File: src/rtl/wdt_regs.svh
`ifndef WDT_REGS_SVH
`define WDT_REGS_SVH

// ----------------------------------------------------------------------
// Register map
// ----------------------------------------------------------------------
`define WDT_CTRL_ADDR      8'ha8
`define WDT_ENABLE_BIT     2
`define WDT_INTERVAL_MSB   1
`define WDT_INTERVAL_LSB   0
`define WDT_CAUSE_MSB      7
`define WDT_CAUSE_LSB      3
`define WDT_LANE0          0

// ----------------------------------------------------------------------
// Cause flag positions inside the five-bit cause field
// ----------------------------------------------------------------------
`define WDT_CAUSE_POWER_ON 4
`define WDT_CAUSE_STANDBY  3
`define WDT_CAUSE_OVERFLOW 2
`define WDT_CAUSE_EXTERNAL 1
`define WDT_CAUSE_SOFTWARE 0

// ----------------------------------------------------------------------
// Reset and limit values
// ----------------------------------------------------------------------
`define WDT_CAUSE_RESET    5'h10
`define WDT_CAUSE_NONE     5'h00
`define WDT_COUNT_RESET    2'h0
`define WDT_COUNT_MAX      2'h3
`define WDT_COUNT_STEP     2'h1
`define WDT_INTERVAL_RESET 2'h0
`define WDT_DATA_RESET     32'h0000_0000
`define WDT_WAIT_RESET     1'b1
`define WDT_SRC_WATCH      1'b0
`define WDT_SRC_PRESCALER  1'b1

`endif

File: src/rtl/wdt_pkg.sv
package wdt_pkg;

	// ------------------------------------------------------------------
	// Activation states, Gray along idle, run, fire
	// ------------------------------------------------------------------
	typedef enum logic [1:0] {
		WDT_IDLE = 2'h0,
		WDT_RUN  = 2'h1,
		WDT_FIRE = 2'h3
	} wdt_state_t;

	typedef struct packed {
		wdt_state_t  state;
		logic [1:0]  count;
		logic [1:0]  interval;
		logic        waitrequest;
		logic [31:0] readdata;
		logic        reset_request;
	} watchdog_state_t;

	typedef struct packed {
		logic tick;
	} carry_state_t;

	typedef struct packed {
		logic [4:0] flags;
	} cause_state_t;

endpackage : wdt_pkg

File: src/rtl/watchdog_with_reset_cause.sv
// Behaviour
// - Two-bit counter steps on selected carries
// - Selector picks prescaler or watch carry
// - Select bit 0 watch, 1 prescaler
// - Prescaler source in sub-clock stops counting
// - Overflow raises internal reset request
// - First zero write starts, latches interval
// - Later zero writes clear the counter
// - Writing one changes nothing
// - Prescaler intervals from four taps
// - Watch timer intervals from four taps
// - Prescaler interval scales by tap
// - Interval writes ignored once running
// - Stops on power-on, standby exit, overflow
// - External or software reset clears only
// - Low-power entry clears the counter
// - Counter held at zero during low-power mode
// - Timer clears delay the next step
// - Each reset sets its cause flag
// - Other flags keep value except power-on
// - Reading the register clears cause flags
`timescale 1ns/100ps
`default_nettype none
`include "wdt_regs.svh"

module watchdog_with_reset_cause (
	input  wire logic        clock,
	input  wire logic        rst_n,
	// Avalon-MM slave
	input  wire logic [7:0]  address,
	input  wire logic        read,
	input  wire logic        write,
	input  wire logic [3:0]  byteenable,
	input  wire logic [31:0] writedata,
	output logic      [31:0] readdata,
	output logic             waitrequest,
	// Count carries from the timers
	input  wire logic [3:0]  prescaler_carry,
	input  wire logic [3:0]  watch_carry,
	input  wire logic        count_source_select_bit,
	// Clock mode and low-power state
	input  wire logic        sub_clock_mode,
	input  wire logic        low_power_mode,
	// Chip reset events, one cycle each
	input  wire logic        standby_exit_reset,
	input  wire logic        external_pin_reset,
	input  wire logic        software_reset,
	// Reset request to the chip reset logic
	output logic             reset_request
);

	// ------------------------------------------------------------------
	// State
	// ------------------------------------------------------------------
	wdt_pkg::watchdog_state_t q;
	wdt_pkg::watchdog_state_t next_q;

	logic       tick;
	logic [4:0] cause_flags;
	logic [4:0] cause_set;
	logic       cause_clear;
	logic       bus_take;
	logic       hit;
	logic       write_hit;
	logic       read_hit;
	logic       refresh_write;
	logic       overflow;
	logic       count_clear;

	// ------------------------------------------------------------------
	// Count source
	// ------------------------------------------------------------------
	wdt_carry_select u_carry_select (
		.clock           (clock),
		.rst_n           (rst_n),
		.source_select   (count_source_select_bit),
		.sub_clock_mode  (sub_clock_mode),
		.interval        (q.interval),
		.prescaler_carry (prescaler_carry),
		.watch_carry     (watch_carry),
		.tick            (tick)
	);

	// ------------------------------------------------------------------
	// Reset cause flags
	// ------------------------------------------------------------------
	wdt_cause_capture u_cause_capture (
		.clock (clock),
		.rst_n (rst_n),
		.set   (cause_set),
		.clear (cause_clear),
		.flags (cause_flags)
	);

	// ------------------------------------------------------------------
	// Bus decode
	// ------------------------------------------------------------------
	always_comb begin
		bus_take  = (read | write) & ~q.waitrequest;
		hit       = (address == `WDT_CTRL_ADDR);
		write_hit = bus_take & write & hit & byteenable[`WDT_LANE0];
		read_hit  = bus_take & read & hit & byteenable[`WDT_LANE0];
	end

	// Only a zero on the enable bit acts; a one is ignored
	assign refresh_write = write_hit & ~writedata[`WDT_ENABLE_BIT];

	// Read clears the cause field as a side effect
	assign cause_clear = read_hit;

	// ------------------------------------------------------------------
	// Counter clear and overflow events
	// ------------------------------------------------------------------
	always_comb begin
		count_clear = external_pin_reset | software_reset;
		count_clear = count_clear | low_power_mode;
		count_clear = count_clear | refresh_write;
	end

	// Overflow on the step that would wrap three to zero
	assign overflow = (q.state == wdt_pkg::WDT_RUN)
		& ~standby_exit_reset
		& ~count_clear
		& tick
		& (q.count == `WDT_COUNT_MAX);

	// ------------------------------------------------------------------
	// Cause events
	// ------------------------------------------------------------------
	always_comb begin
		cause_set = `WDT_CAUSE_NONE;
		cause_set[`WDT_CAUSE_STANDBY]  = standby_exit_reset;
		cause_set[`WDT_CAUSE_OVERFLOW] = overflow;
		cause_set[`WDT_CAUSE_EXTERNAL] = external_pin_reset;
		cause_set[`WDT_CAUSE_SOFTWARE] = software_reset;
	end

	// ------------------------------------------------------------------
	// Next state
	// ------------------------------------------------------------------
	always_comb begin
		next_q = q;
		next_q.reset_request = 1'b0;

		// Bus handshake: one wait cycle, then one answer cycle
		if ((read | write) & q.waitrequest) begin
			next_q.waitrequest = 1'b0;
		end else begin
			next_q.waitrequest = `WDT_WAIT_RESET;
		end

		// Read data, write-only bits return zero
		next_q.readdata = `WDT_DATA_RESET;
		// Causes landing at the end of the wait cycle are reported; those at the taking edge stay set
		if ((read & q.waitrequest) & hit & byteenable[`WDT_LANE0]) begin
			next_q.readdata[`WDT_CAUSE_MSB:`WDT_CAUSE_LSB] = cause_flags | cause_set;
		end

		case (q.state)
			wdt_pkg::WDT_IDLE: begin
				next_q.count = `WDT_COUNT_RESET;
				if (refresh_write) begin
					next_q.state    = wdt_pkg::WDT_RUN;
					next_q.interval = writedata[`WDT_INTERVAL_MSB:`WDT_INTERVAL_LSB];
				end
			end
			wdt_pkg::WDT_RUN: begin
				// Interval stays frozen while running
				if (standby_exit_reset) begin
					next_q.state = wdt_pkg::WDT_IDLE;
					next_q.count = `WDT_COUNT_RESET;
				end else if (count_clear) begin
					next_q.count = `WDT_COUNT_RESET;
				end else if (tick) begin
					if (overflow) begin
						next_q.state         = wdt_pkg::WDT_FIRE;
						next_q.count         = `WDT_COUNT_RESET;
						next_q.reset_request = 1'b1;
					end else begin
						next_q.count = q.count + `WDT_COUNT_STEP;
					end
				end
			end
			wdt_pkg::WDT_FIRE: begin
				// Own overflow reset stops the watchdog
				next_q.state = wdt_pkg::WDT_IDLE;
				next_q.count = `WDT_COUNT_RESET;
			end
			default: begin
				next_q.state = wdt_pkg::WDT_IDLE;
				next_q.count = `WDT_COUNT_RESET;
			end
		endcase
	end

	// ------------------------------------------------------------------
	// Registers
	// ------------------------------------------------------------------
	always_ff @(posedge clock) begin
		if (!rst_n) begin
			q.state         <= wdt_pkg::WDT_IDLE;
			q.count         <= `WDT_COUNT_RESET;
			q.interval      <= `WDT_INTERVAL_RESET;
			q.waitrequest   <= `WDT_WAIT_RESET;
			q.readdata      <= `WDT_DATA_RESET;
			q.reset_request <= 1'b0;
		end else begin
			q <= next_q;
		end
	end

	// ------------------------------------------------------------------
	// Outputs
	// ------------------------------------------------------------------
	assign readdata      = q.readdata;
	assign waitrequest   = q.waitrequest;
	assign reset_request = q.reset_request;

endmodule : watchdog_with_reset_cause
`default_nettype wire

File: src/rtl/wdt_carry_select.sv
`timescale 1ns/100ps
`default_nettype none
`include "wdt_regs.svh"

module wdt_carry_select (
	input  wire logic       clock,
	input  wire logic       rst_n,
	input  wire logic       source_select,
	input  wire logic       sub_clock_mode,
	input  wire logic [1:0] interval,
	input  wire logic [3:0] prescaler_carry,
	input  wire logic [3:0] watch_carry,
	output logic            tick
);

	wdt_pkg::carry_state_t q;
	wdt_pkg::carry_state_t next_q;

	// ------------------------------------------------------------------
	// Source and tap selection
	// ------------------------------------------------------------------
	always_comb begin
		next_q = q;
		if (source_select == `WDT_SRC_PRESCALER) begin
			next_q.tick = prescaler_carry[interval] & ~sub_clock_mode;
		end else begin
			next_q.tick = watch_carry[interval];
		end
	end

	always_ff @(posedge clock) begin
		if (!rst_n) begin
			q.tick <= 1'b0;
		end else begin
			q <= next_q;
		end
	end

	assign tick = q.tick;

endmodule : wdt_carry_select
`default_nettype wire

File: src/rtl/wdt_cause_capture.sv
`timescale 1ns/100ps
`default_nettype none
`include "wdt_regs.svh"

module wdt_cause_capture (
	input  wire logic       clock,
	input  wire logic       rst_n,
	input  wire logic [4:0] set,
	input  wire logic       clear,
	output logic      [4:0] flags
);

	wdt_pkg::cause_state_t q;
	wdt_pkg::cause_state_t next_q;

	// ------------------------------------------------------------------
	// Sticky flags, set wins over read clear
	// ------------------------------------------------------------------
	always_comb begin
		next_q = q;
		if (clear) begin
			next_q.flags = `WDT_CAUSE_NONE;
		end
		next_q.flags = next_q.flags | set;
	end

	always_ff @(posedge clock) begin
		if (!rst_n) begin
			q.flags <= `WDT_CAUSE_RESET;
		end else begin
			q <= next_q;
		end
	end

	assign flags = q.flags;

endmodule : wdt_cause_capture
`default_nettype wire

File: config.mk
export PLATFORM = sky130hd
export DESIGN_NAME = watchdog_with_reset_cause
export DESIGN_NICKNAME = d
export VERILOG_FILES = /design/src/rtl/wdt_pkg.sv /design/src/rtl/watchdog_with_reset_cause.sv /design/src/rtl/wdt_carry_select.sv /design/src/rtl/wdt_cause_capture.sv
export VERILOG_INCLUDE_DIRS = /design/src /design/src/rtl
export SDC_FILE = /design/constraint.sdc
export NUM_CORES = 1
export LEC_CHECK = 0
export BUFFER_PORTS_ARGS = -buffer_cell sky130_fd_sc_hd__buf_2
export CAP_MARGIN = 20
export CORE_ASPECT_RATIO = 1.1
export CORE_MARGIN = 5
export CORE_UTILIZATION = 32
export DETAILED_ROUTE_END_ITERATION = 8
export PLACE_DENSITY = 0.71
export SLEW_MARGIN = 15
export SYNTH_ARGS = -nofsm -noshare
export SYNTH_HDL_FRONTEND = slang
export SYNTH_SLANG_ARGS = --single-unit
File: constraint.sdc
create_clock -name clock -period 3.6 [get_ports clock]
set_input_delay 0.18 -clock clock [delete_from_list [all_inputs] [get_ports clock]]
set_output_delay 0.18 -clock clock [all_outputs]
set_load 0.01 [all_outputs]
==> report_table.html, run 1 <==
<table>
<tr><th>Metric</th><th>Value</th></tr>
<tr><th colspan="2">Outcome</th></tr>
<tr><td>Run status</td><td>completed</td></tr>
<tr><th colspan="2">Die</th></tr>
<tr><td>Area of the placeable core</td><td>between 3000 and 4000 um^2</td></tr>
<tr><td>Initial core utilization</td><td>between 30% and 40%</td></tr>
<tr><td>Die X</td><td>64.3 um</td></tr>
<tr><td>Number of placement rows</td><td>21</td></tr>
<tr><td>Die height</td><td>69.7 um</td></tr>
<tr><td>Die Area</td><td>4480 um^2</td></tr>
<tr><td>Count of boundary I/O pins</td><td>96</td></tr>
<tr><th colspan="2">Global routing</th></tr>
<tr><td>Overflow left after global routing</td><td>0</td></tr>
<tr><td>Number of global-route vias before repair</td><td>~670</td></tr>
<tr><td>Global-route wire length before repair</td><td>2790 um</td></tr>
<tr><td>Pin count of the biggest net entering global routing</td><td>15</td></tr>
<tr><td>Global-route usage over all layers</td><td>under 10%</td></tr>
<tr><td>Initial antenna violation count</td><td>0</td></tr>
<tr><th colspan="2">STA</th></tr>
<tr><td>Unrepaired setup endpoints after global routing</td><td>no</td></tr>
<tr><td>Final setup skew</td><td>slightly below 10 ps</td></tr>
<tr><td>Setup Total Neg Slack</td><td>0 ps</td></tr>
<tr><td>Setup slack of the critical path after layout</td><td>2340 ps</td></tr>
<tr><td>Final count of hold timing violations</td><td>0</td></tr>
<tr><td>Time the final worst path needs with I/O delays and setup</td><td>1260 ps</td></tr>
<tr><td>Number of setup violations in the final report</td><td>0</td></tr>
<tr><td>Ratio of final minimum period to clock period</td><td>34.9%</td></tr>
<tr><td>Achievable frequency</td><td>~800 MHz</td></tr>
<tr><td>Max-slew violation count</td><td>0</td></tr>
<tr><th colspan="2">Cells and area</th></tr>
<tr><td>Fraction of final layout cells sized beyond drive strength 1</td><td>34.5%</td></tr>
<tr><td>Area added between synthesis and finish</td><td>10.0%</td></tr>
<tr><td>Final instance area</td><td>1140 um^2</td></tr>
<tr><td>Fillers</td><td>315</td></tr>
<tr><td>Post-Route Utilization</td><td>about 37%</td></tr>
<tr><td>Combined area of the multi-input logic cells</td><td>roughly 500 um^2</td></tr>
<tr><td>Final #Nets</td><td>206</td></tr>
<tr><td>Number of inserted diodes</td><td>0</td></tr>
<tr><td>Area used by sequential logic in the layout</td><td>about 380 um^2</td></tr>
<tr><th colspan="2">Clock tree</th></tr>
<tr><td>CTS H-Tree Depth</td><td>1</td></tr>
<tr><td>Post CTS Setup Buffer Count</td><td>0</td></tr>
<tr><td>TritonCTS clock tree</td><td>built</td></tr>
<tr><td>Clock insertion delay at the later pin of the skew report</td><td>290 ps</td></tr>
<tr><td>Sinks on Clock Net</td><td>19</td></tr>
<tr><td>Root buf cell</td><td>sky130_fd_sc_hd__clkbuf_4</td></tr>
<tr><td>Clock transition at the registers of the reported paths</td><td>roughly 100 ps</td></tr>
<tr><td>CTS Hold Bufs</td><td>0</td></tr>
<tr><td>Buffer depth of the longest clock path</td><td>2</td></tr>
<tr><td>Inserted Clock Buffers</td><td>3</td></tr>
<tr><td>Number of instances resized during post-cts repair</td><td>0</td></tr>
<tr><th colspan="2">Placement</th></tr>
<tr><td>Dpl hpwl</td><td>1500 um</td></tr>
<tr><td>Setup Slack @ Placement</td><td>2280 ps</td></tr>
<tr><td>Post-Place Cell Area</td><td>1110 um^2</td></tr>
<tr><td>Count of input and output buffers</td><td>36</td></tr>
<tr><td>Final weighted congestion of routability-driven global placement</td><td>0.700</td></tr>
<tr><th colspan="2">Route</th></tr>
<tr><td>Via count</td><td>roughly 720</td></tr>
<tr><td>Violation count after the first detailed-routing iteration</td><td>5</td></tr>
<tr><td>Number of antenna-violating nets in the routed design</td><td>0</td></tr>
<tr><td>Total detailed-routing wirelength</td><td>about 1700 um</td></tr>
<tr><td>Remaining routing DRC violations</td><td>0</td></tr>
<tr><td>Routed length per placed instance</td><td>~9.9 um</td></tr>
<tr><td>Vias/cell</td><td>4.10</td></tr>
<tr><td>Number of detailed-route iterations in the first pass</td><td>2</td></tr>
<tr><th colspan="2">Power and ir drop</th></tr>
<tr><td>Pleak</td><td>0.539 nW</td></tr>
<tr><td>Max IR drop VDD</td><td>0.186 mV</td></tr>
<tr><td>P per Cell Area</td><td>about 320 nW/um^2</td></tr>
<tr><th colspan="2">Logic synthesis</th></tr>
<tr><td>Synth top cells by count</td><td>sky130_fd_sc_hd__buf_4 (32), sky130_fd_sc_hd__dfxtp_1 (19), sky130_fd_sc_hd__nand2_1 (9), sky130_fd_sc_hd__nor2_1 (6)</td></tr>
<tr><td>Post-Synthesis Mean Instance Area</td><td>9.50 um^2</td></tr>
<tr><td>Fraction of registers with async set or reset after synthesis</td><td>0%</td></tr>
<tr><td>Post-synthesis sequential area ratio</td><td>36.7%</td></tr>
<tr><td>Number of synthesis warnings</td><td>0</td></tr>
<tr><td>Area share of the leading cell type in the synthesized netlist</td><td>36.7%</td></tr>
<tr><td>Synthesized instance count</td><td>109</td></tr>
<tr><td>Main combinational cell family by area after synthesis</td><td>buffers and inverters</td></tr>
<tr><td>Commonest register cell after synthesis</td><td>sky130_fd_sc_hd__dfxtp_1</td></tr>
<tr><td>Cell type contributing the most total cell area after synthesis</td><td>sky130_fd_sc_hd__dfxtp_1</td></tr>
<tr><td>Post-synthesis compound-gate area fraction</td><td>7.00%</td></tr>
<tr><td>Seq cells post-synth</td><td>19</td></tr>
<tr><td>Xor and xnor fraction of the mapped netlist area</td><td>0%</td></tr>
<tr><td>Mapped Area</td><td>1040 um^2</td></tr>
<tr><td>Unique cell type count in the Yosys netlist</td><td>31</td></tr>
<tr><td>Post-Synth Adder-Cell Area</td><td>1.21%</td></tr>
<tr><td>Cell with the most instances after synthesis</td><td>sky130_fd_sc_hd__buf_4</td></tr>
<tr><td>Most area-consuming cells after synthesis</td><td>sky130_fd_sc_hd__dfxtp_1 (37%), sky130_fd_sc_hd__buf_4 (23%), sky130_fd_sc_hd__mux4_2 (4.3%)</td></tr>
<tr><td>Simple logic cell fraction of the synthesized area</td><td>22.1%</td></tr>
<tr><td>Number of flops mapped to enable cells by yosys</td><td>0</td></tr>
<tr><td>Mux share of post-synthesis cell area</td><td>~8.3%</td></tr>
<tr><th colspan="2">Worst setup path</th></tr>
<tr><td>Arrival time worst endpoint</td><td>1480 ps</td></tr>
<tr><td>Critical Path Start Type</td><td>flop</td></tr>
<tr><td>Crit path max fanout</td><td>5</td></tr>
<tr><td>CP required</td><td>3820 ps</td></tr>
<tr><td>Class of the most critical setup path</td><td>reg2reg</td></tr>
<tr><td>Crit end category</td><td>flop</td></tr>
<tr><td>Worst R2R Path Depth</td><td>4</td></tr>
<tr><th colspan="2">Min path</th></tr>
<tr><td>Hold path cells</td><td>2</td></tr>
<tr><td>Path type of the worst min-delay path</td><td>in2reg</td></tr>
<tr><th colspan="2">Flow run</th></tr>
<tr><td>Max cap viols</td><td>0</td></tr>
</table>
[final timing paths]
kind / startpoint / to / slack, ps
worst max-delay path: waitrequest$_SDFF_PN1_ / q[38]$_SDFFE_PN0P_ / 2340
worst min-delay path: write / waitrequest$_SDFF_PN1_ / 100
worst max register to register: waitrequest$_SDFF_PN1_ / q[38]$_SDFFE_PN0P_ / 2340
worst min register to register: u_cause_capture.flags[4]$_SDFFE_PN1P_ / u_cause_capture.flags[4]$_SDFFE_PN1P_ / 440
[state kept, by name, indices dropped and copies added (netlist names)]
| signal | cells |
|---|---|
| q | 6 |
| readdata | 5 |
| u_cause_capture.flags | 5 |
| reset_request | 1 |
| u_carry_select.tick | 1 |
| waitrequest | 1 |
[metal layers]
metal  track usage (%)  share of wire (%)
met2              12.7                 49
met5                 0                  0
met3              2.59                 10
met4              4.07               0.80
met1              8.40                 40
[report_power, final]
part	internal [W]	switching, W
clock network	0.0000412	0.0000578
logic	0.0000191	0.0000263
registers	0.000214	0.00000293
[cells in the final DEF, fill, tap and decap left out, types with 3 or more instances in the layout]
master / count
sky130_fd_sc_hd__o21a_1: 3
sky130_fd_sc_hd__clkbuf_4: 3
sky130_fd_sc_hd__mux2i_1: 3
sky130_fd_sc_hd__buf_2: 36
sky130_fd_sc_hd__nor2_1: 6
sky130_fd_sc_hd__nand2_1: 9
sky130_fd_sc_hd__dfxtp_1: 19
sky130_fd_sc_hd__conb_1: 27
sky130_fd_sc_hd__nor2b_1: 4
sky130_fd_sc_hd__a21oi_1: 4
[worst max-delay path, cell delays in order (launching register included)]
cell                      delay [ps]
sky130_fd_sc_hd__dfxtp_1         360
sky130_fd_sc_hd__nor3b_2         260
sky130_fd_sc_hd__nand4_4         140
sky130_fd_sc_hd__mux2_2          290
sky130_fd_sc_hd__nor3b_2         140
[logic make-up after synthesis]
kind of cell    after synthesis
buf+inv                      35
flops                        19
mux                           6
other cells                   1
compound gates               11
fa+ha+maj                     1
simple gates                 36
[layout make-up]
| type | count | share of cell area (%) |
|---|---|---|
| inverter | 2 | 0.659 |
| timing repair buffer | 36 | 15.8 |
| clock inverter | 1 | 0.439 |
| multi-input combinational | 81 | 44.0 |
| tap | 34 | 3.73 |
| clock buffer | 3 | 1.98 |
| sequential | 19 | 33.4 |
[per-stage QoR]
step	total power (W)	instances	hold slack [ps]
6_report	0.000361	176	103
5_1_grt	0.000386	176	86.1
4_1_cts	0.000369	176	90.2
3_5_place_dp	0.000267	172	413
3_3_place_gp	0.000266	172	417
2_1_floorplan	0.000268	135	296
No activity file was read; power rests on OpenSTA's default activity.
==> inputs of run 2 (changes only) <==
Settings changed: PLACE_DENSITY 0.71 to 0.74.
Clock period 3.6 ns to 1.1 ns, I/O delays scaled along.
==> run 2 against run 1 <==
Effect of this change: the flow now finishes with violations (negative setup slack); die area stayed put; sequential power grew to 3.3 times the previous value; combinational power grew to 3.8 times the previous value; critical path depth is the same; worst hold slack got worse by 81 ps; final cell count up 5.7%; cell area increased by 11%; clock-buffer cell count stayed put; via count up 9.6%; maximum frequency rose by 4.6%; global-route usage increased by 0.95 points; register-to-register slack got worse by 2400 ps.
==> report_table.html, run 2 (synthesized netlist as in run 1, its figures left out) <==
<table>
<tr><th>Metric</th><th>Value</th></tr>
<tr><th colspan="2">Global routing</th></tr>
<tr><td>Overflow left after global routing</td><td>0</td></tr>
<tr><td>Global-route usage over all layers</td><td>8.61%</td></tr>
<tr><td>Initial antenna violation count</td><td>0</td></tr>
<tr><td>Number of global-route vias before repair</td><td>762</td></tr>
<tr><td>Pin count of the biggest net entering global routing</td><td>15</td></tr>
<tr><td>Global-route wire length before repair</td><td>3210 um</td></tr>
<tr><th colspan="2">STA</th></tr>
<tr><td>Setup slack of the critical path after layout</td><td>-101 ps</td></tr>
<tr><td>Achievable frequency</td><td>832 MHz</td></tr>
<tr><td>Max-slew violation count</td><td>0</td></tr>
<tr><td>Number of setup violations in the final report</td><td>6</td></tr>
<tr><td>Final count of hold timing violations</td><td>0</td></tr>
<tr><td>Time the final worst path needs with I/O delays and setup</td><td>1200 ps</td></tr>
<tr><td>Ratio of final minimum period to clock period</td><td>109%</td></tr>
<tr><td>Final setup skew</td><td>7.29 ps</td></tr>
<tr><td>Unrepaired setup endpoints after global routing</td><td>yes</td></tr>
<tr><th colspan="2">Route</th></tr>
<tr><td>Number of antenna-violating nets in the routed design</td><td>0</td></tr>
<tr><td>Met1 Routed Length</td><td>715 um</td></tr>
<tr><td>Routed length per placed instance</td><td>10.4 um</td></tr>
<tr><td>Violation count after the first detailed-routing iteration</td><td>26</td></tr>
<tr><td>Met3 routed wirelength</td><td>199 um</td></tr>
<tr><td>Via count</td><td>about 790</td></tr>
<tr><td>Remaining routing DRC violations</td><td>0</td></tr>
<tr><td>Uppermost signal routing layer after detailed routing</td><td>met4</td></tr>
<tr><td>Number of detailed-route iterations in the first pass</td><td>4</td></tr>
<tr><td>Total detailed-routing wirelength</td><td>~1900 um</td></tr>
<tr><td>Routed met2 length</td><td>between 900 and 1000 um</td></tr>
<tr><td>Vias/cell</td><td>~4.3</td></tr>
<tr><th colspan="2">Placement</th></tr>
<tr><td>Setup Slack @ Placement</td><td>-75.2 ps</td></tr>
<tr><td>Cell total after placement</td><td>173</td></tr>
<tr><td>Dpl hpwl</td><td>1590 um</td></tr>
<tr><td>Final weighted congestion of routability-driven global placement</td><td>0.681</td></tr>
<tr><td>Count of input and output buffers</td><td>36</td></tr>
<tr><th colspan="2">Die</th></tr>
<tr><td>Initial core utilization</td><td>around a third</td></tr>
<tr><td>Die X</td><td>64.3 um</td></tr>
<tr><td>Die height</td><td>69.7 um</td></tr>
<tr><td>Count of boundary I/O pins</td><td>96</td></tr>
<tr><td>Area of the placeable core</td><td>3070 um^2</td></tr>
<tr><td>Die Area</td><td>4480 um^2</td></tr>
<tr><td>Number of placement rows</td><td>21</td></tr>
<tr><th colspan="2">Power and ir drop</th></tr>
<tr><td>Flop pwr share</td><td>between 50% and 60%</td></tr>
<tr><td>Power share of the clock group</td><td>27.9%</td></tr>
<tr><td>Switching share of power</td><td>between 20% and 30%</td></tr>
<tr><td>Max IR drop VDD</td><td>0.770 mV</td></tr>
<tr><td>Pleak</td><td>0.589 nW</td></tr>
<tr><td>P per Cell Area</td><td>about 970 nW/um^2</td></tr>
<tr><td>Total internal power</td><td>0.000915 W</td></tr>
<tr><td>Comb pwr share</td><td>between 10 and 15%</td></tr>
<tr><td>Switching power total</td><td>0.000309 W</td></tr>
<tr><th colspan="2">Worst setup path</th></tr>
<tr><td>Worst R2R Path Depth</td><td>4</td></tr>
<tr><td>Crit path max fanout</td><td>5</td></tr>
<tr><td>Class of the most critical setup path</td><td>reg2reg</td></tr>
<tr><td>Arrival time worst endpoint</td><td>1440 ps</td></tr>
<tr><td>Register-to-register setup slack</td><td>-100 ps</td></tr>
<tr><td>Critical Path Start Type</td><td>flop</td></tr>
<tr><td>Critical R2R Launch</td><td>waitrequest$_SDFF_PN1_</td></tr>
<tr><td>Reg2reg end</td><td>q[38]$_SDFFE_PN0P_</td></tr>
<tr><td>Crit end category</td><td>flop</td></tr>
<tr><td>CP required</td><td>1330 ps</td></tr>
<tr><th colspan="2">Clock tree</th></tr>
<tr><td>Inserted Clock Buffers</td><td>3</td></tr>
<tr><td>TritonCTS clock tree</td><td>built</td></tr>
<tr><td>Buffer depth of the longest clock path</td><td>2</td></tr>
<tr><td>Clock transition at the registers of the reported paths</td><td>around 110 ps</td></tr>
<tr><td>Sinks on Clock Net</td><td>19</td></tr>
<tr><td>CTS H-Tree Depth</td><td>1</td></tr>
<tr><td>Clock insertion delay at the later pin of the skew report</td><td>290 ps</td></tr>
<tr><td>Root buf cell</td><td>sky130_fd_sc_hd__clkbuf_4</td></tr>
<tr><th colspan="2">Cells and area</th></tr>
<tr><td>Largest register by flop count</td><td>q</td></tr>
<tr><td>Count of non-filler cells in the finished layout</td><td>186</td></tr>
<tr><td>Post-Route Utilization</td><td>between 40% and 50%</td></tr>
<tr><td>Area added between synthesis and finish</td><td>22.0%</td></tr>
<tr><td>Area used by sequential logic in the layout</td><td>388 um^2</td></tr>
<tr><td>Number of inserted diodes</td><td>0</td></tr>
<tr><td>Combined area of the multi-input logic cells</td><td>~530 um^2</td></tr>
<tr><td>Largest registers</td><td>q (6), readdata (5), u_cause_capture.flags (5)</td></tr>
<tr><td>Fillers</td><td>about 300</td></tr>
<tr><td>Most frequent standard cell in the layout excluding fill and tap cells</td><td>sky130_fd_sc_hd__buf_2</td></tr>
<tr><td>Top library cells by usage in the layout, fill and taps aside</td><td>sky130_fd_sc_hd__buf_2 (36), sky130_fd_sc_hd__conb_1 (27), sky130_fd_sc_hd__dfxtp_1 (17)</td></tr>
<tr><td>Fraction of final layout cells sized beyond drive strength 1</td><td>a little under two fifths</td></tr>
<tr><td>Number of flip-flops in the largest register</td><td>6</td></tr>
<tr><td>Final #Nets</td><td>around 220</td></tr>
<tr><th colspan="2">Outcome</th></tr>
<tr><td>Violations in the final reports</td><td>negative setup slack</td></tr>
<tr><td>Run status</td><td>complete, but fails checks</td></tr>
<tr><th colspan="2">Flow run</th></tr>
<tr><td>Max cap viols</td><td>0</td></tr>
<tr><th colspan="2">Min path</th></tr>
<tr><td>Hold path cells</td><td>3</td></tr>
<tr><td>Destination of the worst hold path</td><td>u_cause_capture.flags[1]$_SDFF_PN0_</td></tr>
<tr><td>Path type of the worst min-delay path</td><td>in2reg</td></tr>
<tr><td>Origin of the worst min-delay path</td><td>external_pin_reset</td></tr>
</table>
==> run 2: worst max path at each step <==
stage | from | endpoint | slack [ps] | cells after the start
2_1_floorplan | waitrequest$_SDFF_PN1_ | q[38]$_SDFFE_PN0P_ | -40 | 4
3_3_place_gp | waitrequest$_SDFF_PN1_ | q[38]$_SDFFE_PN0P_ | -40 | 4
3_5_place_dp | waitrequest$_SDFF_PN1_ | q[34]$_SDFFE_PN0P_ | -80 | 4
4_1_cts | waitrequest$_SDFF_PN1_ | q[38]$_SDFFE_PN0P_ | -100 | 4
5_1_grt | waitrequest$_SDFF_PN1_ | q[38]$_SDFFE_PN0P_ | -180 | 4
6_report | waitrequest$_SDFF_PN1_ | q[38]$_SDFFE_PN0P_ | -100 | 4
==> run 2: stage by stage <==
stage	total power, W	hold WS, ps	TNS, ps	area, um^2
final	0.00122	21.8	-237	1260
after floorplan	0.000881	160	-49.9	1150
after global routing	0.00129	40.4	-744	1260
after CTS	0.00124	14.4	-324	1240
after global placement	0.000875	279	-233	1130
after detailed placement	0.000876	284	-284	1130
==> run 2: final cells by class <==
cell class | count | share of cell area (%)
Clock buffer | 3 | 1.78
Clock inverter | 1 | 0.396
Inverter | 2 | 0.594
Multi-Input combinational cell | 81 | 41.6
Sequential cell | 19 | 30.7
Tap cell | 34 | 3.37
Timing Repair Buffer | 46 | 21.6
==> run 2: routing by layer <==
layer / global-route usage, % / up-vias
li1: - / 395
met1: 9.47 / 358
met2: 15.3 / 34
met3: 1.78 / 4
met4: 4.07 / 0
met5: 0 / -
==> run 2: worst max-delay path, stage by stage (launching register included) <==
cell and delay [ps]:
sky130_fd_sc_hd__dfxtp_4 380, sky130_fd_sc_hd__nor3b_4 200, sky130_fd_sc_hd__nand4_4 130, sky130_fd_sc_hd__mux2_4 290, sky130_fd_sc_hd__nor3b_2 140
==> run 2: power by group through the flow <==
stage               clock network (W)  logic, W  registers (W)
finish                       0.000342  0.000173       0.000709
global route                 0.000389  0.000195       0.000711
CTS                          0.000365  0.000170       0.000708
detailed placement                  0  0.000150       0.000726
global placement                    0  0.000150       0.000725
floorplan                           0  0.000155       0.000726
==> run 2: what timing repair did <==
action                                  CTS  global route
hold endpoints to repair                  6             0
endpoints found under the setup margin    4            14
setup buffers                             1             1
pin swaps                                 2             7
hold buffers                              7             0
resized for setup                         2             4
==> inputs of run 3 (changes only) <==
Settings changed: CELL_PAD_IN_SITES_DETAIL_PLACEMENT set to 2, CELL_PAD_IN_SITES_GLOBAL_PLACEMENT set to 2, CORE_UTILIZATION 32 to 16.
==> run 3 against run 2 <==
Effect of this change: the run still ends with negative setup slack left; combinational power rose by 7%; sequential power barely moved; worst hold slack barely moved; critical endpoint unchanged.
==> report_table.html, run 3 (synthesized netlist as in run 1, its figures left out) <==
<table>
<tr><th>Metric</th><th>Value</th></tr>
<tr><th colspan="2">Cells and area</th></tr>
<tr><td>Area added between synthesis and finish</td><td>30.3%</td></tr>
<tr><td>Number of flip-flops in the largest register</td><td>6</td></tr>
<tr><td>Largest register by flop count</td><td>q</td></tr>
<tr><td>Most frequent standard cell in the layout excluding fill and tap cells</td><td>sky130_fd_sc_hd__buf_2</td></tr>
<tr><td>Count of non-filler cells in the finished layout</td><td>234</td></tr>
<tr><td>Top library cells by usage in the layout, fill and taps aside</td><td>sky130_fd_sc_hd__buf_2 (36), sky130_fd_sc_hd__conb_1 (27), sky130_fd_sc_hd__dfxtp_1 (17)</td></tr>
<tr><td>Largest registers</td><td>q (6), readdata (5), u_cause_capture.flags (5)</td></tr>
<tr><td>Fraction of final layout cells sized beyond drive strength 1</td><td>~42%</td></tr>
<tr><td>Number of inserted diodes</td><td>0</td></tr>
<tr><td>Final #Nets</td><td>218</td></tr>
<tr><th colspan="2">Die</th></tr>
<tr><td>Count of boundary I/O pins</td><td>96</td></tr>
<tr><td>Die height</td><td>between 90 and 100 um</td></tr>
<tr><td>Die Area</td><td>8190 um^2</td></tr>
<tr><td>Number of placement rows</td><td>30</td></tr>
<tr><td>Die X</td><td>around 87 um</td></tr>
<tr><td>Area of the placeable core</td><td>~6200 um^2</td></tr>
<tr><td>Initial core utilization</td><td>16.6%</td></tr>
<tr><th colspan="2">Flow run</th></tr>
<tr><td>Max cap viols</td><td>0</td></tr>
<tr><th colspan="2">Global routing</th></tr>
<tr><td>Overflow left after global routing</td><td>0</td></tr>
<tr><td>Initial antenna violation count</td><td>0</td></tr>
<tr><td>Number of global-route vias before repair</td><td>972</td></tr>
<tr><td>Global-route usage over all layers</td><td>6.42%</td></tr>
<tr><td>Global routing met2 resource utilization</td><td>11.7%</td></tr>
<tr><td>Grt met1 use</td><td>6.14%</td></tr>
<tr><td>Global-route wire length before repair</td><td>4030 um</td></tr>
<tr><td>Pin count of the biggest net entering global routing</td><td>12</td></tr>
<tr><td>Grt met3 use</td><td>2.97%</td></tr>
<tr><td>Routing layer with the top usage in global route</td><td>met2</td></tr>
<tr><th colspan="2">Worst setup path</th></tr>
<tr><td>Worst Path Buf+Inv</td><td>0</td></tr>
<tr><td>Class of the most critical setup path</td><td>reg2reg</td></tr>
<tr><td>Register-to-register setup slack</td><td>-110 ps</td></tr>
<tr><td>Critical Path Slowest Stage Cell</td><td>sky130_fd_sc_hd__dfxtp_4</td></tr>
<tr><td>Crit end category</td><td>flop</td></tr>
<tr><td>Critical R2R Launch</td><td>waitrequest$_SDFF_PN1_</td></tr>
<tr><td>Crit path max fanout</td><td>4</td></tr>
<tr><td>Reg2reg end</td><td>q[38]$_SDFFE_PN0P_</td></tr>
<tr><td>Arrival time worst endpoint</td><td>about 1400 ps</td></tr>
<tr><td>Dominant delay contributor by cell family on the critical path</td><td>simple AND/OR/NAND/NOR gates</td></tr>
<tr><td>Peak per-stage delay on the critical path</td><td>360 ps</td></tr>
<tr><td>Critical Path Start Type</td><td>flop</td></tr>
<tr><td>CP required</td><td>1290 ps</td></tr>
<tr><td>CP Cell Sequence</td><td>nor3b_4, nand4_4, mux2_4, nor3b_2</td></tr>
<tr><td>Worst R2R Path Depth</td><td>4</td></tr>
<tr><th colspan="2">Route</th></tr>
<tr><td>Routed length per placed instance</td><td>10.9 um</td></tr>
<tr><td>Vias/cell</td><td>3.53</td></tr>
<tr><td>Violation count after the first detailed-routing iteration</td><td>13</td></tr>
<tr><td>Number of antenna-violating nets in the routed design</td><td>0</td></tr>
<tr><td>Via count</td><td>827</td></tr>
<tr><td>Remaining routing DRC violations</td><td>0</td></tr>
<tr><td>Total detailed-routing wirelength</td><td>2550 um</td></tr>
<tr><td>Number of detailed-route iterations in the first pass</td><td>3</td></tr>
<tr><th colspan="2">Clock tree</th></tr>
<tr><td>Clock insertion delay at the later pin of the skew report</td><td>approximately 260 ps</td></tr>
<tr><td>Sinks on Clock Net</td><td>19</td></tr>
<tr><td>Clock transition at the registers of the reported paths</td><td>80 ps</td></tr>
<tr><td>Buffer depth of the longest clock path</td><td>2</td></tr>
<tr><td>Root buf cell</td><td>sky130_fd_sc_hd__clkbuf_8</td></tr>
<tr><td>Inserted Clock Buffers</td><td>3</td></tr>
<tr><td>TritonCTS clock tree</td><td>built</td></tr>
<tr><td>CTS H-Tree Depth</td><td>1</td></tr>
<tr><th colspan="2">STA</th></tr>
<tr><td>Final setup skew</td><td>6.38 ps</td></tr>
<tr><td>Unrepaired setup endpoints after global routing</td><td>yes</td></tr>
<tr><td>Max-slew violation count</td><td>0</td></tr>
<tr><td>Setup slack of the critical path after layout</td><td>-107 ps</td></tr>
<tr><td>Number of setup violations in the final report</td><td>7</td></tr>
<tr><td>Time the final worst path needs with I/O delays and setup</td><td>1210 ps</td></tr>
<tr><td>Ratio of final minimum period to clock period</td><td>110%</td></tr>
<tr><td>Final count of hold timing violations</td><td>0</td></tr>
<tr><td>Final-layout worst hold slack</td><td>21.6 ps</td></tr>
<tr><td>Achievable frequency</td><td>829 MHz</td></tr>
<tr><th colspan="2">Power and ir drop</th></tr>
<tr><td>Pleak</td><td>0.611 nW</td></tr>
<tr><td>Switching power total</td><td>approximately 0.00035 W</td></tr>
<tr><td>Max IR drop VDD</td><td>around 0.3 mV</td></tr>
<tr><td>Power share of the clock group</td><td>35.3%</td></tr>
<tr><td>Flop pwr share</td><td>between 50% and 60%</td></tr>
<tr><td>Comb pwr share</td><td>13.4%</td></tr>
<tr><td>P per Cell Area</td><td>1020 nW/um^2</td></tr>
<tr><td>Total internal power</td><td>between 0.001 and 0.0015 W</td></tr>
<tr><td>Switching share of power</td><td>25.0%</td></tr>
<tr><th colspan="2">Placement</th></tr>
<tr><td>Final weighted congestion of routability-driven global placement</td><td>0.679</td></tr>
<tr><td>Dpl hpwl</td><td>2120 um</td></tr>
<tr><td>Cell total after placement</td><td>226</td></tr>
<tr><td>Count of input and output buffers</td><td>36</td></tr>
<tr><th colspan="2">Min path</th></tr>
<tr><td>Origin of the worst min-delay path</td><td>read</td></tr>
<tr><td>Hold path cells</td><td>2</td></tr>
<tr><td>Path type of the worst min-delay path</td><td>in2reg</td></tr>
<tr><td>Destination of the worst hold path</td><td>waitrequest$_SDFF_PN1_</td></tr>
<tr><th colspan="2">Outcome</th></tr>
<tr><td>Run status</td><td>complete, but fails checks</td></tr>
<tr><td>Violations in the final reports</td><td>negative setup slack</td></tr>
</table>
run 3: cell count changes in the layout (fill, tap and decap cells not counted), moves of 2 or more:
cell | previous run | this run
sky130_fd_sc_hd__buf_6 | 0 | 2
sky130_fd_sc_hd__dlygate4sd3_1 | 7 | 1
sky130_fd_sc_hd__clkbuf_4 | 3 | 0
sky130_fd_sc_hd__buf_4 | 3 | 9
sky130_fd_sc_hd__clkbuf_8 | 0 | 3
run 3: final cells by class:
type                       instances  area (um^2)
clock inverter                     1         5.00
fill                             746         4880
clock buffer                       3         41.3
sequential                        19          388
multi-input combinational         81          528
inverter                           2         7.51
tap                               80          100
timing repair buffer              48          280
run 3: metrics by stage:
stage	total power [W]	instance area [um^2]	TNS, ps	utilization, %	setup WS, ps
after floorplan	0.000881	1150	-49.9	-	-41.2
after global placement	0.000893	1240	-428	20.0	-94.2
after detailed placement	0.000898	1240	-888	20.0	-124
after CTS	0.00140	1320	-554	21.1	-126
after global routing	0.00146	1350	-1440	21.7	-192
final	0.00138	1350	-342	21.7	-107
run 3: power by group through the flow:
stage,registers (W),clock network (W),logic [W]
detailed placement,0.000726,0,0.000172
floorplan,0.000726,0,0.000155
global placement,0.000726,0,0.000168
global route,0.000710,0.000543,0.000207
CTS,0.000710,0.000519,0.000176
finish,0.000708,0.000487,0.000185
run 3: timing repair:
| action | in CTS | in global routing |
|---|---|---|
| hold buffers | 1 | 0 |
| pin swaps | 10 | 3 |
| setup buffers | 1 | 2 |
| gates resized for setup | 2 | 6 |
| hold endpoints to repair | 1 | 0 |
| endpoints found under the setup margin | 11 | 18 |
run 3: layer usage:
metal  up-vias  part of all wire [%]
met3         2                   8.0
met5         -                     0
met2        33                    55
li1        398                     -
met1       394                    36
met4         0                   1.1
run 3: how the worst max path moves through the flow:
stage | from | slack, ps | to | depth (start not counted)
after global placement | waitrequest$_SDFF_PN1_ | -90 | q[34]$_SDFFE_PN0P_ | 4
after global routing | waitrequest$_SDFF_PN1_ | -190 | q[38]$_SDFFE_PN0P_ | 4
after CTS | waitrequest$_SDFF_PN1_ | -130 | q[38]$_SDFFE_PN0P_ | 4
after detailed placement | waitrequest$_SDFF_PN1_ | -120 | q[34]$_SDFFE_PN0P_ | 4
final | waitrequest$_SDFF_PN1_ | -110 | q[38]$_SDFFE_PN0P_ | 4
after floorplan | waitrequest$_SDFF_PN1_ | -40 | q[38]$_SDFFE_PN0P_ | 4
